### src/hw/arps_pkg.sv
package arps_pkg;

    // ------------------------------------------------------------
    // register map (byte addresses on the avalon slave)
    // ------------------------------------------------------------
    localparam int ADDR_W = 7;
    localparam logic [6:0] CTRL1_OFS = 7'h00;
    localparam logic [6:0] CTRL2_OFS = 7'h04;
    localparam logic [6:0] CTRL3_OFS = 7'h08;
    localparam logic [6:0] MUX_OFS = 7'h0c;
    localparam logic [6:0] STAT_OFS = 7'h10;
    localparam logic [6:0] BUF_OFS = 7'h40;
    localparam logic [31:0] REG_RESET = 32'h0000_0000;

    // ------------------------------------------------------------
    // field positions
    // ------------------------------------------------------------
    localparam int ON_BIT = 15;
    localparam int TRIG_LSB = 5;
    localparam int SIMUL_BIT = 3;
    localparam int AUTO_BIT = 2;
    localparam int SHC_BIT = 1;
    localparam int DONE_BIT = 0;
    localparam int CHCNT_LSB = 8;
    localparam int CPI_LSB = 2;
    localparam int ASC_LSB = 8;
    localparam int RC_BIT = 7;
    localparam int DIV_LSB = 0;
    localparam int IRQ_BIT = 0;
    localparam int POWER_BIT = 1;
    localparam int BUSY_BIT = 2;
    localparam int OFF_BIT = 3;

    // ------------------------------------------------------------
    // encodings and timing
    // ------------------------------------------------------------
    localparam logic [2:0] TRIG_MANUAL = 3'h0;
    localparam logic [2:0] TRIG_AUTO = 3'h7;
    localparam int CONV_TADS = 12;
    localparam int MIN_SAMPLE_TADS = 1;
    localparam int CORE_NS = 20;
    localparam int TCY_NS = 40;
    localparam int INSTR_CLKS = (TCY_NS + CORE_NS - 1) / CORE_NS;
    localparam int RESULT_W = 10;
    localparam int BUF_DEPTH = 16;

    typedef enum logic [1:0] {
        ARPS_IDLE,
        ARPS_SAMPLE,
        ARPS_CONVERT
    } arps_phase_type;

endpackage : arps_pkg

### src/hw/arps_sequencer.sv
// The register offsets and the Avalon-MM slave port were left to the implementer.
`timescale 1ns/1ps
module arps_sequencer #(
    parameter int DATA_W = arps_pkg::RESULT_W
) (
    // clock and reset
    input wire logic core_clk,
    input wire logic resetn,
    // avalon-mm slave
    input wire logic [arps_pkg::ADDR_W-1:0] avs_address,
    input wire logic avs_read,
    input wire logic avs_write,
    input wire logic [31:0] avs_writedata,
    input wire logic [3:0] avs_byteenable,
    output logic [31:0] avs_readdata,
    output logic avs_waitrequest,
    // device and cpu side
    input wire logic sleep_mode,
    input wire logic int_enable,
    input wire logic ext_trigger,
    output logic wake_req,
    output logic conv_irq,
    // analog side
    input wire logic rc_osc,
    input wire logic [DATA_W-1:0] adc_data,
    output logic [3:0] sh_sample,
    output logic conv_start,
    output logic analog_power
);
    import arps_pkg::*;

    // ------------------------------------------------------------
    // state
    // ------------------------------------------------------------
    typedef struct packed {
        logic waitreq;
        logic [31:0] rdata;
        logic converter_on;
        logic [2:0] trigger_source_select;
        logic simultaneous_sample_select;
        logic auto_sample_enable;
        logic sample_hold_control;
        logic done;
        logic [1:0] sh_channel_count;
        logic [3:0] conversions_per_interrupt;
        logic [4:0] auto_sample_clocks;
        logic rc_clock_select;
        logic [5:0] conv_clock_divider;
        logic [15:0] input_mux_select;
        arps_phase_type phase;
        logic [4:0] sample_tads;
        logic [3:0] conv_tads;
        logic [5:0] tad_cnt;
        logic [1:0] chan;
        logic [3:0] hold;
        logic trig_pend;
        logic [3:0] wr_idx;
        logic [3:0] conv_cnt;
        logic [BUF_DEPTH-1:0][DATA_W-1:0] result_buffer;
        logic [DATA_W-1:0] data_s1;
        logic [DATA_W-1:0] data_s2;
        logic [2:0] rc_s;
        logic sleep_d;
        logic [1:0] rc_wait;
        logic off;
        logic irq_flag;
        logic wake;
        logic irq;
        logic start;
        logic [3:0] sample_out;
        logic power;
    } arps_state_type;

    arps_state_type s_q;
    arps_state_type s_d;
    logic tad_tick;
    logic conv_trig;
    logic conv_end;

    // ------------------------------------------------------------
    // helpers
    // ------------------------------------------------------------
    function automatic logic [31:0] arps_merge(input logic [31:0] old,
                                               input logic [31:0] wd,
                                               input logic [3:0] be);
        logic [31:0] m;
        m = {{8{be[3]}}, {8{be[2]}}, {8{be[1]}}, {8{be[0]}}};
        return (old & ~m) | (wd & m);
    endfunction : arps_merge

    function automatic logic [1:0] arps_last(input logic [1:0] cnt);
        return (cnt == 2'h0) ? 2'h0 : ((cnt == 2'h1) ? 2'h1 : 2'h3);
    endfunction : arps_last

    function automatic logic [3:0] arps_mask(input logic [1:0] cnt);
        return (cnt == 2'h0) ? 4'h1 : ((cnt == 2'h1) ? 4'h3 : 4'hf);
    endfunction : arps_mask

    // ------------------------------------------------------------
    // next state
    // ------------------------------------------------------------
    always_comb begin
        logic [31:0] c1;
        logic [31:0] c2;
        logic [31:0] c3;
        logic [31:0] st;
        logic [31:0] w;
        logic [31:0] rd;
        logic wcommit;
        logic active;
        logic [4:0] samc_eff;
        logic [1:0] last;
        s_d = s_q;
        c1 = REG_RESET;
        c2 = REG_RESET;
        c3 = REG_RESET;
        st = REG_RESET;
        rd = REG_RESET;
        c1[ON_BIT] = s_q.converter_on;
        c1[TRIG_LSB+:3] = s_q.trigger_source_select;
        c1[SIMUL_BIT] = s_q.simultaneous_sample_select;
        c1[AUTO_BIT] = s_q.auto_sample_enable;
        c1[SHC_BIT] = s_q.sample_hold_control;
        c1[DONE_BIT] = s_q.done;
        c2[CHCNT_LSB+:2] = s_q.sh_channel_count;
        c2[CPI_LSB+:4] = s_q.conversions_per_interrupt;
        c3[ASC_LSB+:5] = s_q.auto_sample_clocks;
        c3[RC_BIT] = s_q.rc_clock_select;
        c3[DIV_LSB+:6] = s_q.conv_clock_divider;
        st[IRQ_BIT] = s_q.irq_flag;
        st[POWER_BIT] = s_q.power;
        st[BUSY_BIT] = (s_q.phase == ARPS_CONVERT);
        st[OFF_BIT] = s_q.off;

        // bus: ack one cycle after the request, read data lands on that edge, write one edge later
        s_d.waitreq = !((avs_read || avs_write) && s_q.waitreq);
        wcommit = avs_write && !s_q.waitreq;
        if (avs_address == CTRL1_OFS) begin
            rd = c1;
        end else if (avs_address == CTRL2_OFS) begin
            rd = c2;
        end else if (avs_address == CTRL3_OFS) begin
            rd = c3;
        end else if (avs_address == MUX_OFS) begin
            rd = {16'h0000, s_q.input_mux_select};
        end else if (avs_address == STAT_OFS) begin
            rd = st;
        end else if (avs_address[6] && avs_address[1:0] == 2'h0) begin
            rd = {{(32 - DATA_W){1'b0}}, s_q.result_buffer[avs_address[5:2]]};
        end
        if (avs_read && s_q.waitreq) begin
            s_d.rdata = rd;
        end
        if (wcommit) begin
            if (avs_address == CTRL1_OFS) begin
                w = arps_merge(c1, avs_writedata, avs_byteenable);
                s_d.converter_on = w[ON_BIT];
                s_d.trigger_source_select = w[TRIG_LSB+:3];
                s_d.simultaneous_sample_select = w[SIMUL_BIT];
                s_d.auto_sample_enable = w[AUTO_BIT];
                s_d.sample_hold_control = w[SHC_BIT];
                s_d.done = w[DONE_BIT];
                s_d.off = 1'b0;
            end else if (avs_address == CTRL2_OFS) begin
                w = arps_merge(c2, avs_writedata, avs_byteenable);
                s_d.sh_channel_count = w[CHCNT_LSB+:2];
                s_d.conversions_per_interrupt = w[CPI_LSB+:4];
            end else if (avs_address == CTRL3_OFS) begin
                w = arps_merge(c3, avs_writedata, avs_byteenable);
                s_d.auto_sample_clocks = w[ASC_LSB+:5];
                s_d.rc_clock_select = w[RC_BIT];
                s_d.conv_clock_divider = w[DIV_LSB+:6];
            end else if (avs_address == MUX_OFS) begin
                w = arps_merge({16'h0000, s_q.input_mux_select}, avs_writedata,
                               avs_byteenable);
                s_d.input_mux_select = w[15:0];
            end else if (avs_address == STAT_OFS) begin
                if (avs_writedata[IRQ_BIT] && avs_byteenable[0]) begin
                    s_d.irq_flag = 1'b0;
                end
            end
        end

        // synchronisers for the pins
        s_d.data_s1 = adc_data;
        s_d.data_s2 = s_q.data_s1;
        s_d.rc_s = {s_q.rc_s[1:0], rc_osc};
        s_d.sleep_d = sleep_mode;

        // conversion clock: divider on core_clk, or the rc oscillator
        if (s_q.rc_clock_select) begin
            tad_tick = s_q.rc_s[1] && !s_q.rc_s[2];
            s_d.tad_cnt = 6'h00;
        end else if (sleep_mode) begin
            tad_tick = 1'b0;
            s_d.tad_cnt = 6'h00;
        end else begin
            tad_tick = (s_q.tad_cnt == s_q.conv_clock_divider);
            s_d.tad_cnt = tad_tick ? 6'h00 : s_q.tad_cnt + 6'h01;
        end

        // one instruction cycle of quiet after sleep entry on rc
        if (sleep_mode && !s_q.sleep_d && s_q.rc_clock_select) begin
            s_d.rc_wait = 2'(INSTR_CLKS);
        end else if (s_q.rc_wait != 2'h0) begin
            s_d.rc_wait = s_q.rc_wait - 2'h1;
        end

        active = s_q.converter_on && !s_q.off;
        samc_eff = (s_q.auto_sample_clocks == 5'h00) ? 5'h01 : s_q.auto_sample_clocks;
        last = arps_last(s_q.sh_channel_count);
        conv_trig = 1'b0;
        conv_end = 1'b0;
        s_d.wake = 1'b0;
        s_d.irq = 1'b0;
        s_d.start = 1'b0;

        if (!active || (sleep_mode && !s_q.rc_clock_select)) begin
            s_d.phase = ARPS_IDLE;
            s_d.hold = 4'h0;
            s_d.trig_pend = 1'b0;
            s_d.conv_tads = 4'h0;
            s_d.sample_tads = 5'h00;
        end else begin
            case (s_q.phase)
                ARPS_IDLE: begin
                    if (s_d.sample_hold_control || s_q.auto_sample_enable) begin
                        s_d.phase = ARPS_SAMPLE;
                        s_d.sample_hold_control = 1'b1;
                        s_d.sample_tads = 5'h00;
                        s_d.trig_pend = 1'b0;
                    end
                end
                ARPS_SAMPLE: begin
                    if (tad_tick && s_q.sample_tads != 5'h1f) begin
                        s_d.sample_tads = s_q.sample_tads + 5'h01;
                    end
                    if (s_q.trigger_source_select == TRIG_AUTO) begin
                        conv_trig = tad_tick && ({1'b0, s_q.sample_tads} + 6'h01
                                    >= {1'b0, samc_eff});
                    end else begin
                        if ((s_q.trigger_source_select == TRIG_MANUAL)
                                ? !s_d.sample_hold_control : ext_trigger) begin
                            s_d.trig_pend = 1'b1;
                        end
                        conv_trig = s_q.trig_pend &&
                                    s_q.sample_tads >= 5'(MIN_SAMPLE_TADS);
                    end
                    if (s_q.rc_wait != 2'h0) begin
                        conv_trig = 1'b0;
                    end
                    if (conv_trig) begin
                        s_d.phase = ARPS_CONVERT;
                        s_d.conv_tads = 4'h0;
                        s_d.trig_pend = 1'b0;
                        s_d.sample_hold_control = 1'b0;
                        s_d.start = 1'b1;
                        s_d.hold = s_q.simultaneous_sample_select
                                   ? arps_mask(s_q.sh_channel_count)
                                   : 4'(4'h1 << s_q.chan);
                    end
                end
                ARPS_CONVERT: begin
                    if (tad_tick) begin
                        s_d.conv_tads = s_q.conv_tads + 4'h1;
                        conv_end = (s_q.conv_tads == 4'(CONV_TADS - 1));
                    end
                    if (conv_end) begin
                        s_d.result_buffer[s_q.wr_idx] = s_q.data_s2;
                        s_d.done = 1'b1;
                        s_d.hold[s_q.chan] = 1'b0;
                        if (s_q.conv_cnt == s_q.conversions_per_interrupt) begin
                            s_d.conv_cnt = 4'h0;
                            s_d.wr_idx = 4'h0;
                            s_d.irq = 1'b1;
                            s_d.irq_flag = 1'b1;
                        end else begin
                            s_d.conv_cnt = s_q.conv_cnt + 4'h1;
                            s_d.wr_idx = s_q.wr_idx + 4'h1;
                        end
                        if (sleep_mode) begin
                            if (int_enable) begin
                                s_d.wake = 1'b1;
                            end else begin
                                s_d.off = 1'b1;
                            end
                        end
                        s_d.chan = (s_q.chan == last) ? 2'h0 : s_q.chan + 2'h1;
                        if (s_q.simultaneous_sample_select && s_q.chan != last) begin
                            s_d.conv_tads = 4'h0;
                            s_d.start = 1'b1;
                        end else if (s_q.auto_sample_enable && !(sleep_mode && !int_enable)) begin
                            s_d.phase = ARPS_SAMPLE;
                            s_d.sample_hold_control = 1'b1;
                            s_d.sample_tads = 5'h00;
                        end else begin
                            s_d.phase = ARPS_IDLE;
                        end
                    end
                end
                default: begin
                    s_d.phase = ARPS_IDLE;
                end
            endcase
        end
        if (s_q.chan > arps_last(s_q.sh_channel_count)) begin
            s_d.chan = 2'h0;
        end
        s_d.power = s_d.converter_on && !s_d.off;
        s_d.sample_out = (s_d.power && s_d.phase != ARPS_IDLE)
                         ? arps_mask(s_d.sh_channel_count) & ~s_d.hold : 4'h0;
    end

    // ------------------------------------------------------------
    // register
    // ------------------------------------------------------------
    always_ff @(posedge core_clk or negedge resetn) begin
        if (!resetn) begin
            s_q <= '0;
            s_q.waitreq <= 1'b1;
            s_q.phase <= ARPS_IDLE;
        end else begin
            s_q <= s_d;
        end
    end

    assign avs_readdata = s_q.rdata;
    assign avs_waitrequest = s_q.waitreq;
    assign wake_req = s_q.wake;
    assign conv_irq = s_q.irq;
    assign sh_sample = s_q.sample_out;
    assign conv_start = s_q.start;
    assign analog_power = s_q.power;

    logic [4:0] samc_eff_chk;
    assign samc_eff_chk = (s_q.auto_sample_clocks == 5'h00) ? 5'h01 : s_q.auto_sample_clocks;
endmodule : arps_sequencer

### config.mk
export PLATFORM = sky130hd
export DESIGN_NAME = arps_sequencer
export DESIGN_NICKNAME = d
export VERILOG_FILES = /design/src/hw/arps_pkg.sv /design/src/hw/arps_sequencer.sv
export SDC_FILE = /design/constraint.sdc
export NUM_CORES = 1
export LEC_CHECK = 0
export ABC_AREA = 1
export BUFFER_PORTS_ARGS = -buffer_cell sky130_fd_sc_hd__buf_2
export CORE_MARGIN = 2
export CORE_UTILIZATION = 40
export CTS_CLUSTER_DIAMETER = 100
export DETAILED_ROUTE_END_ITERATION = 8
export GPL_TIMING_DRIVEN = 0
export MAX_ROUTING_LAYER = met4
export PLACE_DENSITY = 0.62
export SYNTH_ARGS = -nofsm -noshare
export SYNTH_HDL_FRONTEND = slang
export SYNTH_SLANG_ARGS = --single-unit
### constraint.sdc
create_clock -name core_clk -period 7.56 [get_ports core_clk]
set_clock_uncertainty 0.1 [all_clocks]
set_input_delay 0.756 -clock core_clk [delete_from_list [all_inputs] [get_ports core_clk]]
set_output_delay 0.756 -clock core_clk [all_outputs]
set_load 0.05 [all_outputs]
# Yosys cells after proc, flatten, opt, wreduce, memory -nomap -nowiden
# Index checks and enable logic that the tools add are counted.
[classes]
addsub = 8
mul = 0
n_div = 0
magnitude_cmp = 8
n_eq_ne = 24
shift = 1
n_mux = 100
n_bitwise = 18
n_reduce_logical = 58
[ops]
columns = ["op", "count"]
rows = [
  ["160-bit bitwise mux", 1],
  ["16-bit two-way mux", 6],
  ["16-bit bitwise AND", 3],
  ["42-bit two-way mux", 1],
  ["10-bit binary-select mux with 4-bit select", 1],
  ["10-bit demux with 4-bit select", 1],
  ["10-bit two-way mux", 4],
  ["4-bit two-way mux", 10],
  ["1-bit two-way mux", 35],
  ["5-bit two-way mux", 7],
  ["34-bit two-way mux", 1],
  ["16-bit bitwise OR", 2],
  ["6-bit two-way mux", 5],
  ["28-bit two-way mux", 1],
  ["2-bit two-way mux", 12],
  ["11-bit two-way mux", 2],
  ["1-bit logical AND", 20],
  ["8-bit two-way mux", 2],
  ["16-bit NOT", 1],
  ["4-bit one-hot mux with 2 select lines", 2],
  ["5-bit one-hot mux with 3 select lines", 1],
  ["7-bit by 4-bit == test with 1-bit output, second input constant", 2],
  ["7-bit two-way mux", 2],
  ["13-bit bitwise AND", 1],
  ["54 further kinds", 94],
]
[totals]
ff_bits = 303
latch_bits = 0
mem_bits_rw = 0
rom_bits = 0
input_bits = 61
out_inout_bits = 41
elab_cells = 268
n_memories = 0

# Longest topological paths before layout
# Gate-level depths: netlist (run 1).
[logic_depth]
word_depth = 18
depth_mapped = 19
depth_no_buf = 19

# Least setup slack after synthesis (run 1)
# No wires, ideal clock.
[synth_timing]
path_type = "register -> register"
startpoint = "register s_q[221] (netlist bit)"
endpoint = "register s_q[217] (netlist bit)"
arrival_ns = 2.221
t_required_ns = 7.382
path_slack_ns = 5.161
stages_incl_launch_ff = 15
path_buffers = 0
synth_period_minus_slack_ns = 2.399
path_cell_list = "dfrtp_1 > ha_1 > nand2_1 > nor2_1 > ha_1 > ha_1 > nand4_1 > nand4_1 > nand3_1 > nand2_2 > nand3_2 > nand2_2 > nand2_2 > or2_0 > a21boi_1"
[synth_via]
elab_chain_cells = 9
elab_cells_between_ends = 11
[synth_rtl]
columns = ["element", "line_no", "text"]
rows = [
  ["start, declared", "arps_sequencer.sv:74", "arps_state_type s_q;"],
  ["5-bit by 1-bit adder with 6-bit output", "arps_sequencer.sv:239", "conv_trig = tad_tick && ({1'b0, s_q.sample_tads} + 6'h01"],
  ["6-bit by 5-bit greater-or-equal comparator with 1-bit output", "arps_sequencer.sv:240", ">= {1'b0, samc_eff});"],
  ["1-bit logical AND", "arps_sequencer.sv:239", ""],
  ["1-bit two-way mux *", "arps_sequencer.sv:238", "if (s_q.trigger_source_select == TRIG_AUTO) begin"],
  ["1-bit two-way mux *", "arps_sequencer.sv:249", "if (s_q.rc_wait != 2'h0) begin"],
  ["1-bit two-way mux *", "arps_sequencer.sv:225", "case (s_q.phase)"],
  ["1-bit two-way mux *", "arps_sequencer.sv:218", "if (!active || (sleep_mode && !s_q.rc_clock_select)) begin"],
  ["3-bit != test (no line) *", "--", ""],
  ["2-bit AND reduction (no line) *", "--", ""],
]
# Every way passes the cells marked *; elsewhere a longest branch is shown, timed or not. The select of a mux whose other input is x is not followed.
# A chain may end at the register's enable or synchronous reset.

# Worst setup path after layout (run 1)
[layout_timing]
startpoint = "register s_q[221] (netlist bit)"
endpoint = "register s_q[220] (netlist bit)"
# The elaborated chain is that of the path after synthesis.

==> impl_results.rst, run 1 <==
.. list-table::
   :header-rows: 1

   * - Metric
     - Value
   * - CORE AREA
     - 0.0333 mm²
   * - Initial DRT Pass Iterations
     - 5
   * - Outcome
     - finished clean
   * - End of the worst register-to-register path
     - s_q[220]$_DFFE_PN0P_
   * - Classification of the worst setup path
     - reg -> reg
   * - Part of the cycle the worst path needs
     - 38.5%
   * - Number of distinct library cells after synthesis
     - 55
   * - Number of cells on the worst reg-to-reg path
     - 14
   * - EDFF count, synth
     - 0
   * - Synthesis-to-layout area growth
     - 14.6%
   * - Die outline area
     - 0.0350 mm²
   * - LEAKAGE
     - 7.42 nW
   * - # clock sinks
     - 287
   * - Aggregate negative setup slack
     - 0 ns
   * - Non-filler instance count after layout
     - 2132
   * - First-pass GRT wire length
     - 60000 µm
   * - Count of standard-cell rows
     - 67
   * - Worst-margin pin slew
     - 0.868 ns
   * - Buffer and inverter count on the worst path
     - 0
   * - Clock input transition at the sequential cells of the worst setup and hold paths
     - 0.06 ns
   * - Setup repair after global routing missed its margin
     - no
   * - # Post-CTS Setup Buffers
     - 0
   * - Final critical-path setup slack
     - 4.65 ns
   * - Avg Inst Size Synth
     - 8.68 µm²
   * - Maximum buffer depth of the clock tree
     - 3
   * - Arrival @ worst endpoint
     - 3.30 ns
   * - Max_cap viols
     - 0
   * - Max stage delay on crit path
     - 0.50 ns
   * - Fraction of final layout cells sized beyond drive strength 1
     - 13.2%
   * - Synthesized instance count
     - 1546
   * - Largest net degree at the start of global routing
     - 124
   * - Crit path time final
     - 2.91 ns
   * - Final hold violations
     - 0
   * - Synthesis-stage register bit count
     - 287
   * - Number of routed nets with antenna violations
     - 0
   * - Count of input and output buffers
     - 66
   * - Worst relative slew slack
     - 41.7%
   * - Beginning of the worst register-to-register path
     - s_q[221]$_DFFE_PN0P_
   * - Worst-path maximum fanout
     - 8
   * - Initial cell density of the core
     - 40.3%
   * - Type of the most critical hold path
     - in -> async
   * - Number of antenna violations at the first check in global routing
     - 0
   * - Worst hold margin
     - 0.0267 ns
   * - Routed length per instance
     - 17.7 µm
   * - Final instance area
     - 0.0154 mm²
   * - Routed Wire Length
     - 37800 µm
   * - Die outline width
     - 187 µm
   * - Grt total ovfl
     - 0
   * - Ys async rst share
     - 100%
   * - Maximum clock rate
     - 0.344 GHz
   * - Cell area after synthesis
     - 0.0134 mm²
   * - CP required
     - 7.95 ns
   * - Primary FF master, synth
     - dfrtp_1
   * - Final weighted congestion in routability-driven placement
     - 0.963
   * - DRC Markers
     - 0
   * - NumNets Final
     - 1748
   * - Number of cells upsized or downsized after cts
     - 0
   * - Total number of H-tree levels
     - 1
   * - Average vias per placed instance
     - 5.18
   * - Cell area reported after detailed placement
     - 0.0144 mm²
   * - Setup Slack @ Placement
     - 4.39 ns
   * - Nature of the critical path startpoint
     - flop
   * - Final number of max-transition violations
     - 0
   * - Endpoint kind of the worst setup timing path
     - flop
   * - Hpwl dp
     - 26700 µm
   * - Overall via count from detail_route
     - 11.1k
   * - Most Frequent Cell on Critical Path
     - ha_1
   * - Final number of setup-violating endpoints
     - 0
   * - DP Cell Count
     - 2077
   * - Cell type group with the largest total delay on the critical path
     - simple AND/OR/NAND/NOR gates
   * - Worst path cell trace
     - ha_1 -> nand2_1 -> nor2_1 -> ha_1 -> ha_1 -> nand3_1 -> nand4_1 -> nand3_1 -> nand2_2 -> nand3_2 -> nand2_2 -> o21ai_0 -> o21ai_0 -> a21oi_1
   * - CTS tree
     - built
   * - Slowest stage cell on the critical path
     - dfrtp_1
   * - Flop-to-flop setup slack
     - 4.65 ns
   * - Fraction of the yosys area taken by sequential cells
     - 53.5%
   * - Overall routing resource usage
     - 22.3%
   * - Cell Pwr Density
     - 224 mW/mm²
   * - Insertion delay to the later sink of the worst-skew pair
     - 0.57 ns
   * - Maximum VDD drop
     - 0.182 mV
   * - Quantity of hold-fixing buffers added after cts
     - 0
   * - Clock root buffer
     - clkbuf_16
   * - Synth Warn #
     - 0
   * - Number of CTS-inserted buffers
     - 30
   * - ANT cells
     - 0
   * - Die span in y
     - 187 µm
   * - Number of design-rule violations left by the first detailed-router iteration
     - 1043
   * - Number of ports placed on the die boundary
     - 102
   * - Via count of the first global-routing pass
     - 10.8k
-- worst max-delay path by stage --
stage	from	cells past startpoint	end
finish	s_q[221]$_DFFE_PN0P_	14	s_q[220]$_DFFE_PN0P_
detailed placement	avs_address[2]	10	avs_readdata[6]$_DFFE_PN0P_
floorplan	s_q[221]$_DFFE_PN0P_	14	s_q[217]$_DFFE_PN0P_
global route	s_q[221]$_DFFE_PN0P_	14	s_q[218]$_DFFE_PN0P_
global placement	resetn	1	s_q[134]$_DFFE_PN0P_
CTS	s_q[221]$_DFFE_PN0P_	14	s_q[220]$_DFFE_PN0P_
-- area by class of cell --
class                           instances  area, µm²
Sequential cell                       287       7180
Multi-Input combinational cell       1031       5180
Clock inverter                         10       90.1
Buffer                                113        624
Inverter                              130        488
Clock buffer                           45        857
Timing Repair Buffer                   68        395
Tap cell                              448        561
Fill cell                            3297      17900
-- metrics by stage --
step / total power, W / utilization [%]
6_report: 0.00344 / 46.2
5_1_grt: 0.00357 / 46.2
4_1_cts: 0.00347 / 46.2
3_5_place_dp: 0.00203 / 43.4
3_3_place_gp: 0.00203 / 43.2
2_1_floorplan: 0.00189 / -
-- power by group --
group / switching (W) / internal [W]
Combinational: 0.000282 / 0.000114
Clock: 0.000616 / 0.000816
Sequential: 0.0000287 / 0.00158
Total: 0.000926 / 0.00251
-- kinds of logic after synthesis --
kind of cell	Yosys count	share of synthesized area, %
buf+inv	243	8.29
fa+ha+maj	26	2.42
xor+xnor	11	0.718
other cells	1	0.0279
compound gates	366	15.7
flops	287	53.5
simple gates	608	19.0
mux	4	0.326
-- cells in the mapped netlist, types with 3 or more instances --
cell type | n | area share [%]
nand3_1 | 46 | 1.7
nand4_1 | 18 | 0.84
ha_1 | 26 | 2.4
mux2_2 | 3 | 0.25
o22ai_1 | 5 | 0.23
o21bai_1 | 4 | 0.22
a221oi_1 | 6 | 0.39
o21a_1 | 7 | 0.39
o21ai_1 | 141 | 5.3
o211ai_1 | 4 | 0.22
nand2_2 | 4 | 0.19
xor2_1 | 10 | 0.65
clkbuf_1 | 40 | 1.1
buf_4 | 36 | 2.0
nand3_2 | 3 | 0.22
inv_2 | 8 | 0.22
nor2_1 | 83 | 2.3
buf_6 | 3 | 0.25
o31ai_1 | 6 | 0.34
o21ai_0 | 85 | 3.2
dfrtp_1 | 286 | 53
nor3_1 | 6 | 0.22
a21boi_0 | 3 | 0.17
a41oi_1 | 5 | 0.33
a22oi_1 | 49 | 2.7
nor2_4 | 5 | 0.42
buf_2 | 34 | 1.3
nor2_2 | 4 | 0.19
inv_1 | 121 | 3.4
a21oi_1 | 37 | 1.4
nand2_1 | 424 | 12
-- cell usage in the layout, fill, tap and decap left out, drive strengths merged, types with 6 or more instances in the layout --
cell type / count
a21oi: 37
a221oi: 6
a22oi: 49
buf: 141
clkbuf: 85
clkinv: 9
conb: 16
dfrtp: 286
ha: 26
inv: 130
nand2: 430
nand3: 50
nand4: 19
nor2: 93
nor3: 6
o21a: 7
o21ai: 227
o31ai: 6
xor2: 10
-- metal layers --
layer  part of all wire [%]  wire length (µm)  vias up  track usage (%)
met4                    3.6              1350        0             7.05
li1                       -                 -     5267                -
met5                      0                 0        -                -
met3                    6.0              2270       85             3.11
met1                     44             16500     5353             29.7
met2                     47             17800      347             35.3
(Power assumes the default switching activity.)
==> run 2, diff against run 1 <==
--- a/config.mk
+++ b/config.mk
@@ -5,7 +5,7 @@
 export SDC_FILE = /design/constraint.sdc
 export NUM_CORES = 1
 export LEC_CHECK = 0
-export ABC_AREA = 1
+export ABC_AREA = 0
 export BUFFER_PORTS_ARGS = -buffer_cell sky130_fd_sc_hd__buf_2
 export CORE_MARGIN = 2
 export CORE_UTILIZATION = 40
@@ -13,7 +13,7 @@
 export DETAILED_ROUTE_END_ITERATION = 8
 export GPL_TIMING_DRIVEN = 0
 export MAX_ROUTING_LAYER = met4
-export PLACE_DENSITY = 0.62
+export PLACE_DENSITY = 0.64
 export SYNTH_ARGS = -nofsm -noshare
 export SYNTH_HDL_FRONTEND = slang
 export SYNTH_SLANG_ARGS = --single-unit
==> constraint.sdc (replaced) <==
create_clock -name core_clk -period 2.5 [get_ports core_clk]
set_clock_uncertainty 0.1 [all_clocks]
set_input_delay 0.25 -clock core_clk [delete_from_list [all_inputs] [get_ports core_clk]]
set_output_delay 0.25 -clock core_clk [all_outputs]
set_load 0.05 [all_outputs]
==> run 2 against run 1 <==
The flow now finishes with violations (negative setup slack); largest power group unchanged; critical path type unchanged; global-route usage down 2.3 points; wire length up 4.1%; critical path depth down 4; core utilization up 7.8 points; combinational power up 100%; largest cell class unchanged; power rose to 3.0 times the previous value; sequential cell count unchanged.
==> impl_results.rst, run 2 <==
.. list-table::
   :header-rows: 1

   * - Metric
     - Value
   * - Most instantiated library cell after synthesis
     - dfrtp_1
   * - Most frequent cells in the layout
     - dfrtp_1 (282), mux2_4 (157), buf_4 (75), buf_2 (73), nand2_1 (56)
   * - Initial cell density of the core
     - 40.7%
   * - Insertion delay to the later sink of the worst-skew pair
     - 0.57 ns
   * - Dominant cell type by area after synthesis
     - dfrtp_1
   * - Worst path cell trace
     - ha_4 -> and3_1 -> ha_4 -> ha_1 -> a31oi_1 -> o21ai_4 -> a41o_4 -> o21a_1 -> nor3_4 -> nor4_2
   * - Hpwl dp
     - 22300 µm
   * - Via count of the first global-routing pass
     - 9721
   * - Fraction of post-synthesis cell area in the top cell type by area
     - 52.3%
   * - Cell area after synthesis
     - 0.0137 mm²
   * - Avg Inst Size Synth
     - 13.1 µm²
   * - Final number of max-transition violations
     - 0
   * - Synthesis-to-layout area growth
     - 32.8%
   * - Classification of the worst setup path
     - reg -> reg
   * - Arrival @ worst endpoint
     - 3.16 ns
   * - Final hold violations
     - 0
   * - Maximum clock rate
     - 0.353 GHz
   * - Cell type group with the largest total delay on the critical path
     - compound AO/OA/AOI/OAI gates
   * - Overall via count from detail_route
     - 9609
   * - Hold Path Stages
     - 5
   * - Crit path from
     - s_q[221]$_DFFE_PN0P_
   * - Number of ports placed on the die boundary
     - 102
   * - Routed Wire Length
     - 39400 µm
   * - Setup repair after global routing missed its margin
     - yes
   * - EDFF count, synth
     - 0
   * - Hold Crit Start
     - ext_trigger
   * - Initial DRT Pass Iterations
     - 5
   * - Max_cap viols
     - 0
   * - Most common cell after layout, fill and taps aside
     - dfrtp_1
   * - Synth Warn #
     - 0
   * - Overall routing resource usage
     - 20.0%
   * - Number of CTS-inserted buffers
     - 31
   * - Worst relative slew slack
     - 17.3%
   * - Number of routed nets with antenna violations
     - 0
   * - # clock sinks
     - 287
   * - Failing checks
     - negative setup slack
   * - First-pass GRT wire length
     - 54600 µm
   * - Synthesis-stage register bit count
     - 287
   * - Worst hold margin
     - 0.0658 ns
   * - Max stage delay on crit path
     - 0.45 ns
   * - Ys async rst share
     - 100%
   * - Number of antenna violations at the first check in global routing
     - 1
   * - Buffer and inverter count on the worst path
     - 0
   * - Die outline area
     - 0.0357 mm²
   * - Count of input and output buffers
     - 64
   * - Number of logic stages on the critical path including buffering
     - 10
   * - DRC Markers
     - 0
   * - Primary FF master, synth
     - dfrtp_1
   * - Maximum VDD drop
     - 0.513 mV
   * - Clock root buffer
     - clkbuf_16
   * - Fraction of final layout cells sized beyond drive strength 1
     - 46.1%
   * - Metal1 wirelength
     - 16800 µm
   * - Final weighted congestion in routability-driven placement
     - 0.928
   * - Final critical-path setup slack
     - -0.332 ns
   * - Cell types occupying the most area after synthesis
     - dfrtp_1 (52%), mux2_2 (16%), mux4_2 (8.2%)
   * - Top layer reached by signal wires
     - met4
   * - Largest net degree at the start of global routing
     - 123
   * - Number of distinct library cells after synthesis
     - 65
   * - List of most frequent post-synthesis cells
     - dfrtp_1 (286), mux2_2 (200), nand2_1 (59), mux4_2 (50), o21ai_0 (39)
   * - Total number of H-tree levels
     - 1
   * - Average vias per placed instance
     - 5.57
   * - NumNets Final
     - 1341
   * - Fraction of the yosys area taken by sequential cells
     - 52.5%
   * - Setup Slack @ Placement
     - -0.831 ns
   * - Beginning of the worst register-to-register path
     - s_q[221]$_DFFE_PN0P_
   * - Met2 routed wirelength
     - 18900 µm
   * - Aggregate negative setup slack
     - -2.43 ns
   * - Wire length on met3
     - 2070 µm
   * - Routed length per instance
     - 22.8 µm
   * - Type of the most critical hold path
     - in -> reg
   * - CP required
     - 2.83 ns
   * - Number of design-rule violations left by the first detailed-router iteration
     - 731
   * - Crit path time final
     - 2.83 ns
   * - Synthesized instance count
     - 1045
   * - Final number of setup-violating endpoints
     - 17
   * - Maximum buffer depth of the clock tree
     - 3
   * - Count of standard-cell rows
     - 67
   * - CORE AREA
     - 0.0336 mm²
   * - CTS tree
     - built
   * - LEAKAGE
     - 8.41 nW
   * - Worst-path maximum fanout
     - 5
   * - Clock input transition at the sequential cells of the worst setup and hold paths
     - 0.06 ns
   * - Number of cells on the worst reg-to-reg path
     - 10
   * - Part of the cycle the worst path needs
     - 113%
   * - Cell Pwr Density
     - 567 mW/mm²
   * - Nature of the critical path startpoint
     - flop
   * - Die outline width
     - 189 µm
   * - Worst-margin pin slew
     - 1.24 ns
   * - Outcome
     - complete, but fails checks
   * - Grt total ovfl
     - 0
   * - Slowest stage cell on the critical path
     - dfrtp_2
   * - Most Frequent Cell on Critical Path
     - ha_4
   * - Endpoint kind of the worst setup timing path
     - flop
   * - Die span in y
     - 189 µm
==> run 2: final timing paths <==
kind / to / slack, ns
max: sh_sample[1]$_DFF_PN0_ / -0.33
min: s_q[204]$_DFFE_PN0P_ / 0.07
max reg2reg: sh_sample[1]$_DFF_PN0_ / -0.33
min reg2reg: s_q[20]$_DFF_PN0_ / 0.24
max in group asynchronous: s_d[24]$_DFF_PN0_ / 1.11
min in group asynchronous: s_q[10]$_DFFE_PN0P_ / 0.14
==> run 2: cells by family after synthesis <==
| kind of cell | count (synthesis) | synth area share (%) |
|---|---|---|
| muxes | 263 | 25.7 |
| DFF | 287 | 52.5 |
| buffers and inverters | 128 | 4.76 |
| and+or+nand+nor | 194 | 7.43 |
| xor gates and xnor gates | 20 | 1.28 |
| other | 1 | 0.0274 |
| AOI/OAI and AO/OA | 126 | 5.93 |
| adders and majority gates | 26 | 2.38 |
==> run 2: per-stage QoR <==
| stage | total power (W) | util (%) | area [µm²] | std cells |
|---|---|---|---|---|
| 2_1_floorplan | 0.00524 | - | 13800 | 1060 |
| 3_3_place_gp | 0.00550 | 43.5 | 14600 | 1572 |
| 3_5_place_dp | 0.00552 | 43.7 | 14700 | 1574 |
| 4_1_cts | 0.0103 | 49.4 | 16600 | 1697 |
| 5_1_grt | 0.0107 | 54.0 | 18200 | 1724 |
| 6_report | 0.0103 | 54.0 | 18200 | 1725 |
==> run 2: report_power, final <==
group / switching (W) / internal [W] / total (W) / leakage (nW)
clock: 0.00194 / 0.00277 / 0.00471 / 0.522
sequential: 0.0000553 / 0.00471 / 0.00477 / 3.93
combinational: 0.000508 / 0.000303 / 0.000811 / 3.95
==> run 2: timing repair <==
action,CTS,global route
hold buffers,32,0
hold endpoints to repair,131,0
buffers inserted,37,11
pin swaps,32,25
gates resized for setup,64,300
cloned,1,16
endpoints found under the setup margin,195,201
==> run 2: worst reg2reg max path, delay by kind of cell (launching register included) <==
kind / cells / cell delay (ns)
AOI/OAI and AO/OA: 4 / 0.97
DFF: 1 / 0.45
adders and majority gates: 3 / 0.58
and+or+nand+nor: 3 / 0.57
==> run 2: layout make-up <==
type,instances,area (µm²)
buffer,96,767
antenna,1,2.50
clock buffer,38,832
multi-input combinational,645,7010
inverter,30,116
clock inverter,17,204
timing repair buffer,163,1480
sequential,287,7190
fill,2681,15500
tap,448,561
==> run 2: per-layer routing <==
metal  vias up  global-route usage, %
li1       4162                      -
met1      5030                   25.9
met2       328                   32.8
met3        89                   2.69
met4         0                   6.34
met5         -                      -
